<file path="src/design/sipo_expander_pkg.sv">
package sipo_expander_pkg;
  // Register geometry
  localparam int STAGE_COUNT = 10;
  localparam logic [9:0] STAGES_RESET = 10'h000;
  // Clock period in ns
  localparam int MCLK_PERIOD_NS = 50;
  // Internal delay of the shift clock edge, in ns, and in cycles
  localparam int CLOCK_DELAY_NS = 100;
  localparam int CLOCK_DELAY_CYCLES =
    (CLOCK_DELAY_NS + MCLK_PERIOD_NS - 1) / MCLK_PERIOD_NS;
  // Edge detector states
  typedef enum logic [1:0] {
    WAIT_LOW  = 2'b01,
    WAIT_HIGH = 2'b10
  } edge_state_t;
endpackage

</file>
<file path="src/design/serial_in_parallel_out_expander.sv">
`timescale 1ns/1ps
`default_nettype none
// Behaviour
// [RULE1] Ten stages load serially, all show in parallel, the last drives serial out.
// [RULE2] Each low-to-high shift clock edge shifts once and captures serial data in.
// [RULE3] Enable high shows the stages, enable low forces parallel outputs to zero and keeps data.
// [RULE4] Serial out follows the last stage regardless of enable.
// [RULE5] Serial out feeds the next device serial in, so chains grow in tens.
// [RULE6] Reset clears all stages to zero before any shift clock.
// [RULE7] The host never holds one shift clock pulse longer than ten milliseconds.
// [RULE8] The host keeps the shift clock low and high for at least six microseconds each.
// [RULE9] Data may change with the rising shift clock; the clock is delayed to capture it.
// [RULE10] The host writes data, then clock high with enable, then clock low with enable; the host model writes data together with clock high.
// [RULE11] Bits enter stage zero and move toward stage nine, which drives serial out.
module serial_in_parallel_out_expander
  import sipo_expander_pkg::*;
#(
  parameter int STAGES = STAGE_COUNT,
  parameter int DELAY_CYCLES = CLOCK_DELAY_CYCLES
) (
  // Clock and reset
  input wire logic mclk,
  input wire logic reset_n,
  // Host pins
  input wire logic shift_clock,
  input wire logic serial_in,
  input wire logic output_enable,
  // Outputs
  output logic [STAGES-1:0] parallel_out,
  output logic serial_out
);
  logic clk_s;
  logic data_s;
  logic en_s;
  logic [STAGES-1:0] stages_ff;
  logic [STAGES-1:0] nxt_stages;
  logic [STAGES-1:0] par_ff;
  logic [STAGES-1:0] nxt_par;
  logic ser_ff;
  logic nxt_ser;
  edge_state_t state_ff;
  edge_state_t nxt_state;
  logic [7:0] dly_ff;
  logic [7:0] nxt_dly;
  logic shift_now;

  //////////////////////////////////////////////////////////////////////
  // Shift helper, shared by the datapath and its check
  function automatic logic [STAGES-1:0] shift_in(input logic [STAGES-1:0] cur,
                                                 input logic bit_in);
    // Newest bit enters stage zero, oldest falls out of the top
    return {cur[STAGES-2:0], bit_in};
  endfunction

  //////////////////////////////////////////////////////////////////////
  // Pin synchronisers
  pin_sync #(.WIDTH(3)) u_sync (
    .mclk(mclk),
    .reset_n(reset_n),
    .pin_in({shift_clock, serial_in, output_enable}),
    .pin_sync_out({clk_s, data_s, en_s})
  );

  //////////////////////////////////////////////////////////////////////
  // Rising edge detect with delayed capture
  always_comb begin
    nxt_state = state_ff;
    nxt_dly = dly_ff;
    shift_now = 1'b0;
    unique case (state_ff)
      WAIT_LOW: begin
        nxt_dly = 8'h00;
        if (!clk_s) begin
          nxt_state = WAIT_HIGH;
        end
      end
      WAIT_HIGH: begin
        if (clk_s) begin
          // Wait past the edge so simultaneous data settles
          if (dly_ff >= 8'(DELAY_CYCLES)) begin // see [RULE9]
            shift_now = 1'b1; // see [RULE2]
            nxt_state = WAIT_LOW;
          end else begin
            nxt_dly = dly_ff + 8'h01;
          end
        end else begin
          nxt_dly = 8'h00;
        end
      end
      default: begin
        nxt_state = WAIT_LOW;
      end
    endcase
  end

  //////////////////////////////////////////////////////////////////////
  // Shift register and outputs
  always_comb begin
    nxt_stages = stages_ff;
    if (shift_now) begin
      nxt_stages = shift_in(stages_ff, data_s); // see [RULE11] see [RULE1]
    end
    nxt_par = en_s ? nxt_stages : '0; // see [RULE3]
    nxt_ser = nxt_stages[STAGES-1]; // see [RULE4] see [RULE5]
  end

  always_ff @(posedge mclk) begin
    if (!reset_n) begin
      // Power-on clear, starts in WAIT_LOW so a high clock at reset is no edge
      stages_ff <= '0; // see [RULE6]
      par_ff <= '0;
      ser_ff <= 1'b0;
      state_ff <= WAIT_LOW;
      dly_ff <= 8'h00;
    end else begin
      stages_ff <= nxt_stages;
      par_ff <= nxt_par;
      ser_ff <= nxt_ser;
      state_ff <= nxt_state;
      dly_ff <= nxt_dly;
    end
  end

  assign parallel_out = par_ff;
  assign serial_out = ser_ff;

  //////////////////////////////////////////////////////////////////////
  // Checks
  a_shift_moves_data: assert property (@(posedge mclk) disable iff (!reset_n)
    shift_now |=> stages_ff == shift_in($past(stages_ff), $past(data_s))) // see [RULE2]
    else $error("shift did not move data");
  a_hold_no_shift: assert property (@(posedge mclk) disable iff (!reset_n)
    !shift_now |=> $stable(stages_ff)) // see [RULE3]
    else $error("stages changed without shift");
  a_disable_zero: assert property (@(posedge mclk) disable iff (!reset_n)
    !en_s |=> parallel_out == '0) // see [RULE3]
    else $error("parallel out not zero when disabled");
  a_enable_shows: assert property (@(posedge mclk) disable iff (!reset_n)
    en_s |=> parallel_out == stages_ff) // see [RULE1]
    else $error("parallel out does not match stages");
  a_serial_tracks: assert property (@(posedge mclk) disable iff (!reset_n)
    ##1 serial_out == stages_ff[STAGES-1]) // see [RULE4]
    else $error("serial out not last stage");
  a_reset_clears: assert property (@(posedge mclk)
    !reset_n |=> stages_ff == '0 && parallel_out == '0 && !serial_out) // see [RULE6]
    else $error("reset did not clear");
  a_one_shift_per_pulse: assert property (@(posedge mclk) disable iff (!reset_n)
    shift_now |=> !shift_now) // see [RULE2]
    else $error("double shift on one pulse");
  a_delayed_capture: assert property (@(posedge mclk) disable iff (!reset_n)
    shift_now |-> clk_s && $past(clk_s)) // see [RULE9]
    else $error("capture not delayed after edge");

  // Edge tracker always holds exactly one state
  a_state_onehot: assert property (@(posedge mclk) disable iff (!reset_n)
    $onehot(state_ff)) // see [RULE2]
    else $error("edge tracker state not one-hot");

  // A low clock level never shifts
  a_low_no_shift: assert property (@(posedge mclk) disable iff (!reset_n)
    !clk_s |-> !shift_now) // see [RULE2]
    else $error("shift while clock low");

  // After a shift the tracker must see a low level first
  a_wait_low_first: assert property (@(posedge mclk) disable iff (!reset_n)
    state_ff == WAIT_LOW |-> !shift_now) // see [RULE2]
    else $error("shift without a fresh rising edge");

  // Capture only once the full internal delay has passed
  a_shift_needs_count: assert property (@(posedge mclk) disable iff (!reset_n)
    shift_now |-> dly_ff >= 8'(DELAY_CYCLES)) // see [RULE9]
    else $error("capture before delay elapsed");

  // Delay counter never runs past its target
  a_dly_bounded: assert property (@(posedge mclk) disable iff (!reset_n)
    dly_ff <= 8'(DELAY_CYCLES)) // see [RULE9]
    else $error("delay counter overran");

  // New bit appears on output zero when enabled
  a_par_newest_bit: assert property (@(posedge mclk) disable iff (!reset_n)
    shift_now && en_s |=> parallel_out[0] == $past(data_s)) // see [RULE11]
    else $error("new bit not on output zero");

  // Serial out takes the stage just below the top on a shift
  a_ser_after_shift: assert property (@(posedge mclk) disable iff (!reset_n)
    shift_now |=> serial_out == $past(stages_ff[STAGES-2])) // see [RULE11]
    else $error("serial out did not advance");

  // Disabled outputs do not touch the stored word
  a_keep_disabled: assert property (@(posedge mclk) disable iff (!reset_n)
    !en_s && !shift_now |=> stages_ff == $past(stages_ff)) // see [RULE3]
    else $error("stages changed while disabled");

  // Serial out keeps following the top stage while disabled
  a_ser_ignores_en: assert property (@(posedge mclk) disable iff (!reset_n)
    !en_s |=> serial_out == stages_ff[STAGES-1]) // see [RULE4]
    else $error("serial out gated by enable");

  // Reset puts the tracker back to waiting for low
  a_reset_state: assert property (@(posedge mclk)
    !reset_n |=> state_ff == WAIT_LOW) // see [RULE6]
    else $error("reset did not restart edge tracker");

  // Reset clears the delay counter
  a_reset_dly: assert property (@(posedge mclk)
    !reset_n |=> dly_ff == 8'h00) // see [RULE6]
    else $error("reset did not clear delay counter");
endmodule
`default_nettype wire

</file>
<file path="src/design/pin_sync.sv">
`timescale 1ns/1ps
`default_nettype none
module pin_sync #(
  parameter int WIDTH = 3
) (
  // Clock and reset
  input wire logic mclk,
  input wire logic reset_n,
  // Pins in and synchronised levels out
  input wire logic [WIDTH-1:0] pin_in,
  output logic [WIDTH-1:0] pin_sync_out
);
  logic [WIDTH-1:0] meta_ff;
  logic [WIDTH-1:0] sync_ff;
  logic [WIDTH-1:0] nxt_meta;
  logic [WIDTH-1:0] nxt_sync;

  // Two-stage chain; first stage feeds only the second
  always_comb begin
    nxt_meta = pin_in;
    nxt_sync = meta_ff;
  end

  always_ff @(posedge mclk) begin
    if (!reset_n) begin
      meta_ff <= '0;
      sync_ff <= '0;
    end else begin
      meta_ff <= nxt_meta;
      sync_ff <= nxt_sync;
    end
  end

  assign pin_sync_out = sync_ff;
endmodule
`default_nettype wire

</file>
<file path="config.mk">
export PLATFORM = sky130hd
export DESIGN_NAME = serial_in_parallel_out_expander
export DESIGN_NICKNAME = d
export VERILOG_FILES = /design/src/design/sipo_expander_pkg.sv /design/src/design/serial_in_parallel_out_expander.sv /design/src/design/pin_sync.sv
export SDC_FILE = /design/constraint.sdc
export NUM_CORES = 1
export LEC_CHECK = 0
export ABC_AREA = 1
export BUFFER_PORTS_ARGS = -buffer_cell sky130_fd_sc_hd__clkbuf_2
export CAP_MARGIN = 10
export CORE_ASPECT_RATIO = 1.5
export CORE_MARGIN = 2
export CORE_UTILIZATION = 58
export CTS_BUF_LIST = sky130_fd_sc_hd__clkbuf_2 sky130_fd_sc_hd__clkbuf_4 sky130_fd_sc_hd__clkbuf_8
export DETAILED_ROUTE_END_ITERATION = 8
export HOLD_SLACK_MARGIN = 0.08
export PLACE_DENSITY = 0.76
export SLEW_MARGIN = 20
export SYNTH_ARGS = -nofsm -noshare
export SYNTH_HDL_FRONTEND = slang
export SYNTH_HIERARCHICAL = 1
export SYNTH_SLANG_ARGS = --single-unit
</file>
<file path="constraint.sdc">
create_clock -name mclk -period 2 [get_ports mclk]
set_clock_uncertainty 0.2 [all_clocks]
set_input_delay 0.6 -clock mclk [delete_from_list [all_inputs] [get_ports mclk]]
set_output_delay 0.6 -clock mclk [all_outputs]
set_load 0.02 [all_outputs]
</file>
* Yosys cells after proc, flatten, opt, wreduce, memory -nomap -nowiden
Index checks and enable logic that the tools add are counted.
Cells by class: $add $sub $neg 1, order comparisons 1, equal/unequal tests 6, mux-type cells 11, reductions and logical operators 4
Operators with widths (number):
- $mux 8 | 2
- $pmux 8 s2 | 1
- $mux 10 | 1
- $add 8x1->8 const B | 1
- $ge 8x2->1 const B | 1
- $mux 2 | 3
- $ne 2x2->1 const B | 2
- $pmux 2 s2 | 1
- $reduce_and 2->1 | 2
- $mux 1 | 3
- $ne 3x3->1 const B | 1
- $reduce_and 3->1 | 1
- $eq 2x1->1 const B | 1
- $eq 2x2->1 const B | 1
- $ne 2x1->1 const B | 1
- $reduce_bool 2->1 | 1
Word-level totals: bits in registers 37, logic and storage cells 30

* Logic depth before layout (Yosys ltp)
Gate-level depths: netlist (run 1).
depth in word-level cells 5, gate-level depth with buffers 10, gate-level depth less buffers 10

* Hierarchy
The synthesis (run 1) kept the hierarchy.
By module, submodules not included:
- serial_in_parallel_out_expander | times used 1, cells each 116, area each 1138.6 µm²
- pin_sync | times used 1, cells each 18, area each 165.2 µm²

* Least setup slack after synthesis (run 1)
OpenSTA, ideal clock, no wires.
kind flip-flop to flip-flop, from reg dly_ff[0], to reg par_ff[8] (netlist: parallel_out[8]), setup time 72 ps, data arrival time 1323 ps, required time 1728 ps, setup slack 405 ps, cell stages (with the launch flop) 11, cells stage by stage dfxtp_1 inv_1 ha_1 nor2_1 nand2_2 nor2_4 inv_4 nand3_4 buf_12 nand2_4 a21oi_1
On the way: cells in the longest elaborated chain, start to end 5
RTL lines:
- start, declared | line serial_in_parallel_out_expander.sv:43 | logic [7:0] dly_ff;
- start signal, assigned | line serial_in_parallel_out_expander.sv:120 | dly_ff <= nxt_dly;
- $ge 8x2->1 | line serial_in_parallel_out_expander.sv:80 | if (dly_ff >= 8'(DELAY_CYCLES)) begin
- $mux 1 | line serial_in_parallel_out_expander.sv:80
- $mux 1 | line serial_in_parallel_out_expander.sv:78 | if (clk_s) begin
- $mux 1 | line serial_in_parallel_out_expander.sv:70 | unique case (state_ff)
- $mux 10 | line serial_in_parallel_out_expander.sv:100 | if (shift_now) begin
- end signal, assigned | line serial_in_parallel_out_expander.sv:117 | par_ff <= nxt_par;
- end, declared | line serial_in_parallel_out_expander.sv:37 | logic [STAGES-1:0] par_ff;
No other way between the ends. A chain may end at the register's enable or synchronous reset.

* Final worst setup path (run 1)
from reg dly_ff[0], to reg par_ff[6] (netlist: parallel_out[6])
Same word-level chain as after synthesis.

==> impl_results.md, run 1 <==
- Status: complete, no violations
- H-tree depth: 2
- Fin. Hold Viols: 0
- Sequential power share: 0.619
- Share of post-route cells with drive strength above 1: 0.298
- Worst Setup Start Kind: flip-flop
- Placement Rows: 21
- Total GRT Usage: 0.183
- Reg2reg setup slack: about 190 ps
- Post-cts repair resize count: 0
- Pwr dens: between 700 and 800 nW/um^2
- Max-slew violations: 0
- CP delay by family, top: simple AND/OR/NAND/NOR gates
- Post-synthesis cell count: 134
- Hold EP: u_sync/pin_sync_out[2]
- Critical path class: reg -> reg
- CTS Hold Bufs: 0
- Via count: between 900 and 1000
- Core occupancy in the finished layout: 0.690
- Crit-path cells: inv_1, ha_1, nor2_1, nand2_2, nor2_4, inv_4, nand3_4, buf_4, nand2_4, a21oi_1
- Vias in the first global route: 863
- GR Util met1: 0.172
- Delay of the slowest critical-path stage: 370 ps
- Hold Crit Class: reg -> reg
- Syn-to-layout area delta: 15.4%
- CTS clk-pin slew, worst paths: roughly 110 ps
- Antenna Nets Post-Route: 0
- Critical path data required time: approximately 2000 ps
- GPL Wtd Cong: roughly 0.7
- IO Port Bufs: 15
- Root buffer cell: clkbuf_4
- Hold Crit Start: u_sync/meta_ff[2]
- Peak VDD IR: 0.498 mV
- Starting density of the core: 0.598
- Core Region: roughly 2200 um^2
- Worst r2r src: dly_ff[0]
- RSZ-0062 raised after global routing: false
- Grt met3 use: 0.0694
- Die span in x: 42.7 um
- CTS buffer count: 5
- Synth top area cells: dfxtp_1 (55%), a21oi_1 (6.5%), nand2_4 (6.0%)
- Worst EP arrival: ~1900 ps
- Sequential area share after synthesis: 0.553
- Yosys top cell by area: dfxtp_1
- Reg2Reg Depth: 10
- P_int: 0.000910 W
- DRC Markers: 0
- FMAX: 554 MHz
- Buf/Inv on CP: 3
- Num ports: 16
- Worst-path fanout max: 12
- Worst path slowest cell: dfxtp_1
- Synth top area share: 0.553
- Setup TNS: 0 ps
- DRT iter0 DRCs: 22
- Capturing point of the worst reg2reg path: parallel_out[6]
- Met2 Track Usage GR: 0.323
- Setup repair bufs after CTS: 0
- Worst skew pair latency: 330 ps
- Fin nets: around 170
- Largest net degree at the start of global routing: 17
- Vias per inst: about 5.3
- Total gr overflow: 0
- TritonCTS clock tree: yes
- Routed WL: between 2000 and 2500 um
- Diode count: 0
- Crit end category: flip-flop
- Hold Path Cell Cnt: 2
- Worst-margin pin slew: around 510 ps
- Initial antenna violation count: 0
- NetSw: between 0.0002 and 0.0003 W
- Sw frac: 0.238
- Yosys Warn Count: 6
- Clock share of power: 0.335
- Syn nets: around 140
- Clock Tree Buf Depth: 2
- Die footprint: around 2700 um^2
- Period utilization: 0.903
- Mapped cell area: roughly 1300 um^2
- Busiest grt layer: met2
- Combinational power share: 0.047
- Number of synthesized register bits: 36
- Max_cap viols: 0
- Crit path depth: 10
- Yosys cell types: 21
- Leakage power: approximately 0.66 nW
- First-pass GRT wire length: about 3500 um
- Die H: 62.1 um
- Commonest non-fill, non-tap cell in the layout: dfxtp_1
- HPWL Detailed: roughly 1500 um
- Syn avg cell area: around 9.7 um^2
- Routed len/inst: between 10 and 15 um
- Final setup fails: 0
- Overall power: approximately 0.0012 W
- DRT Pass-1 Iters: 4
- Tmin final: between 1500 and 2000 ps
- Sink Count: 36
- Most frequent cells in the layout: dfxtp_1 (36), a21oi_1 (17), nand2_1 (15), clkbuf_2 (15), inv_1 (14)
- Worst relative slew slack: 0.663
final cells by class:
type	count	area [um^2]
clock buffers	6	51.3
clock inverters	2	10.0
multi-input cells	79	487
repair buffers	23	148
fillers	159	677
flip-flops and latches	36	721
well taps	23	28.8
inverters	15	58.8
Yosys cell counts:
| master | count |
|---|---|
| nand3_4 | 1 |
| o21ai_0 | 1 |
| o21ai_2 | 3 |
| dfxtp_1 | 36 |
| nand2_2 | 2 |
| nor2_4 | 2 |
| buf_12 | 1 |
| nand3_1 | 5 |
| buf_2 | 2 |
| nor2_2 | 1 |
| buf_4 | 1 |
| o21ai_1 | 1 |
| a21oi_1 | 17 |
| ha_1 | 2 |
| inv_1 | 14 |
| nand2_1 | 15 |
| nand2_4 | 7 |
| nor2_1 | 9 |
| inv_4 | 1 |
| nand4_1 | 8 |
| nor3b_1 | 5 |
state kept, by name (all words and copies together), names as in the netlist:
register             cells
parallel_out            10
stages_ff               10
dly_ff                   8
u_sync/meta_ff           3
u_sync/pin_sync_out      3
state_ff                 2
power by group through the flow:
stage	sequential, W	clock (W)	combinational (W)
finish	0.000738	0.000399	0.0000557
global route	0.000740	0.000443	0.0000625
CTS	0.000738	0.000406	0.0000562
detailed placement	0.000755	0	0.0000558
global placement	0.000754	0	0.0000536
floorplan	0.000752	0	0.0000440
per-layer routing:
| layer | wire (um) | vias up |
|---|---|---|
| li1 | - | 492 |
| met3 | 117 | 5 |
| met4 | 52 | 0 |
| met1 | 880 | 450 |
| met5 | 0 | - |
| met2 | 1220 | 28 |
worst min-delay path, stage by stage, from the launching register on:
cell	delay (ps)
dfxtp_1	320
nand2_1	40
inv_1	40
cells by family (layout without fill, tap and decap cells):
family	after synthesis	count (layout)	share of synthesized area
AO/OA/AOI/OAI	22	22	0.0931
adder cells (fa/ha/maj)	2	2	0.0192
AND/OR/NAND/NOR	55	55	0.261
buffers and inverters	19	46	0.0739
flip-flops	36	36	0.553
through the flow:
stage	cell area, um^2	hold slack [ps]	setup WS, ps	instances
after CTS	1430	223	144	176
after detailed placement	1370	199	151	168
after floorplan	1300	190	405	134
final	1500	220	194	184
after global placement	1370	192	234	168
after global routing	1500	221	8.32	184
worst max-delay path by stage:
stage / start / endpoint / slack (ps)
after global placement: dly_ff[0] / stages_ff[1] / 230
after detailed placement: dly_ff[0] / stages_ff[1] / 150
final: dly_ff[0] / parallel_out[6] / 190
after global routing: dly_ff[0] / stages_ff[6] / 8
after floorplan: dly_ff[0] / parallel_out[8] / 410
after CTS: dly_ff[0] / stages_ff[1] / 140
Note: power is estimated with default switching activity, not from simulation.
==> run 2: changes to the inputs <==
--- a/config.mk
+++ b/config.mk
@@ -10,11 +10,11 @@
 export CAP_MARGIN = 10
 export CORE_ASPECT_RATIO = 1.5
 export CORE_MARGIN = 2
-export CORE_UTILIZATION = 58
+export CORE_UTILIZATION = 45
 export CTS_BUF_LIST = sky130_fd_sc_hd__clkbuf_2 sky130_fd_sc_hd__clkbuf_4 sky130_fd_sc_hd__clkbuf_8
 export DETAILED_ROUTE_END_ITERATION = 8
 export HOLD_SLACK_MARGIN = 0.08
-export PLACE_DENSITY = 0.76
+export PLACE_DENSITY = 0.6
 export SLEW_MARGIN = 20
 export SYNTH_ARGS = -nofsm -noshare
 export SYNTH_HDL_FRONTEND = slang
==> run 2 against run 1 <==
Worst hold slack got worse by 9.8 ps. Via count is 6.1% lower. Worst setup slack got worse by 39 ps. Critical path type unchanged. Total power grew 12%. Sequential share of layout area rose by 0.12 points. Routed wire length is 5.9% lower. Critical path depth unchanged.
==> impl_results.md, run 2 (synthesis results as in run 1) <==
- Routed WL: 2140 um (was 2270 um)
- DRT Pass-1 Iters: 4 (unchanged)
- Root buffer cell: clkbuf_8 (was clkbuf_4)
- Sw frac: 0.214 (was 0.238)
- Worst path most repeated cell: nor2_1
- Die footprint: 3350 um^2 (was 2650 um^2)
- Num ports: 16 (unchanged)
- Total gr overflow: 0 (unchanged)
- Delay of the slowest critical-path stage: 350 ps (was 370 ps)
- Status: complete, no violations (unchanged)
- Die span in x: 48.0 um (was 42.7 um)
- Fin nets: 161 (was 167)
- Peak VDD IR: 0.598 mV (was 0.498 mV)
- H-tree depth: 2 (unchanged)
- Dpl ws: 174 ps (was 151 ps)
- Clock Tree Buf Depth: 2 (unchanged)
- Sink Count: 36 (unchanged)
- Vias per inst: 4.77 (was 5.30)
- Critical path class: reg -> reg (unchanged)
- Max_cap viols: 0 (unchanged)
- IO Port Bufs: 15 (unchanged)
- Max-slew violations: 0 (unchanged)
- CP delay by family, top: simple AND/OR/NAND/NOR gates (unchanged)
- Worst-path fanout max: 13 (was 12)
- NetSw: 0.000287 W (was 0.000284 W)
- Setup repair bufs after CTS: 0 (unchanged)
- TritonCTS clock tree: yes (unchanged)
- Total GRT Usage: 0.155 (was 0.183)
- Initial antenna violation count: 0 (unchanged)
- Period utilization: 0.922 (was 0.903)
- P_int: 0.00105 W (was 0.000910 W)
- Combinational power share: 0.044 (was 0.047)
- Placement Rows: 23 (was 21)
- Buf/Inv on CP: 2 (was 3)
- Crit-path cells: inv_1, ha_1, nor2_1, nand2_2, nor2_4, inv_4, nand3_4, nand2_1, o21ai_2, nor2_1 (was inv_1, ha_1, nor2_1, nand2_2, nor2_4, inv_4, nand3_4, buf_4, nand2_4, a21oi_1)
- Hold Crit Class: reg -> reg (unchanged)
- Core Region: 2710 um^2 (was 2180 um^2)
- Worst EP arrival: 1800 ps (was 1870 ps)
- Syn-to-layout area delta: 15.1% (was 15.4%)
- Crit end category: flip-flop (unchanged)
- Pwr dens: 893 nW/um^2 (was 793 nW/um^2)
- Setup TNS: 0 ps (unchanged)
- Clock share of power: 0.406 (was 0.335)
- Most frequent cells in the layout: dfxtp_1 (36), a21oi_1 (17), nand2_1 (15), clkbuf_2 (15), inv_1 (14) (unchanged)
- Critical path data required time: 1960 ps (was 2060 ps)
- Worst relative slew slack: 0.756 (was 0.663)
- Share of post-route cells with drive strength above 1: 0.271 (was 0.298)
- Fin cells: 192 (was 184)
- Antenna Nets Post-Route: 0 (unchanged)
- Via count: 916 (was 975)
- Sequential power share: 0.550 (was 0.619)
- Starting density of the core: 0.482 (was 0.598)
- HPWL Detailed: 1530 um (was 1520 um)
- Final setup fails: 0 (unchanged)
- DRT iter0 DRCs: 6 (was 22)
- Commonest non-fill, non-tap cell in the layout: dfxtp_1 (unchanged)
- Tmin final: 1840 ps (was 1810 ps)
- PnR worst setup slack: 155 ps (was 194 ps)
- Worst path slowest cell: dfxtp_1 (unchanged)
- DRC Markers: 0 (unchanged)
- First-pass GRT wire length: 3730 um (was 3450 um)
- Die H: 69.9 um (was 62.1 um)
- Fin. Hold Viols: 0 (unchanged)
- FMAX: 542 MHz (was 554 MHz)
- Worst-margin pin slew: 365 ps (was 505 ps)
- Placed Cells: 184 (was 168)
- CTS buffer count: 5 (unchanged)
- Vias in the first global route: 856 (was 863)
- Post-cts repair resize count: 0 (unchanged)
- Largest net degree at the start of global routing: 14 (was 17)
- Worst Setup Start Kind: flip-flop (unchanged)
- Routed len/inst: 11.1 um (was 12.4 um)
- Worst skew pair latency: 280 ps (was 330 ps)
- RSZ-0062 raised after global routing: false (unchanged)
- CTS Hold Bufs: 0 (unchanged)
- CTS clk-pin slew, worst paths: 70 ps (was 110 ps)
- Hold_ws: 210 ps (was 220 ps)
- Filler cell count: 281 (was 159)
- Leakage power: 0.649 nW (was 0.664 nW)
- GPL Wtd Cong: 0.770 (was 0.702)
- Diode count: 0 (unchanged)
## run 2: cell count changes in the layout (fill, tap and decap cells not counted), sizes merged
cell and delta:
clkinv -2, clkbuf +2, buf -6
## run 2: worst register-to-register path, delay by kind of cell (launching register included)
kind	cells	cell delay, ps
buffers and inverters	2	130
AOI/OAI and AO/OA	1	80
DFF	1	350
adders and majority gates	1	200
and+or+nand+nor	6	760
## run 2: power groups by stage
stage               Clock [W]  Sequential [W]  Combinational [W]
floorplan                   0        0.000752          0.0000440
global placement            0        0.000753          0.0000579
detailed placement          0        0.000754          0.0000593
CTS                  0.000554        0.000737          0.0000593
global route         0.000589        0.000738          0.0000669
finish               0.000543        0.000737          0.0000592
## run 2: path summary, 6_finish.rpt
kind / startpoint / end / slack, ps / cells after the start
worst min register to register: u_sync/meta_ff[0] / u_sync/pin_sync_out[0] / 210 / 2
worst min-delay path: u_sync/meta_ff[0] / u_sync/pin_sync_out[0] / 210 / 2
worst max-delay path: dly_ff[0] / parallel_out[1] / 160 / 10
worst max register to register: dly_ff[0] / parallel_out[1] / 160 / 10
## run 2: metrics by stage
stage,power (W),utilization,cell area (um^2)
after floorplan,0.000796,-,1300
after global placement,0.000811,0.519,1400
after detailed placement,0.000813,0.519,1400
after CTS,0.00135,0.555,1500
after global routing,0.00139,0.555,1500
final,0.00134,0.555,1500
## run 2: cell type report
class	count	area, um^2	share of cell area
flip-flops and latches	36	721	0.480
clock buffers	8	97.6	0.0651
inverters	15	58.8	0.0392
multi-input cells	79	487	0.324
repair buffers	17	90.1	0.0600
well taps	37	46.3	0.0309
## run 2: per-layer routing
metal | global-route usage | up-vias | share of wire
li1 | - | 480 | -
met4 | 0.0781 | 0 | 0.012
met2 | 0.224 | 19 | 0.51
met3 | 0.0646 | 2 | 0.044
met1 | 0.190 | 415 | 0.43
met5 | 0 | - | 0
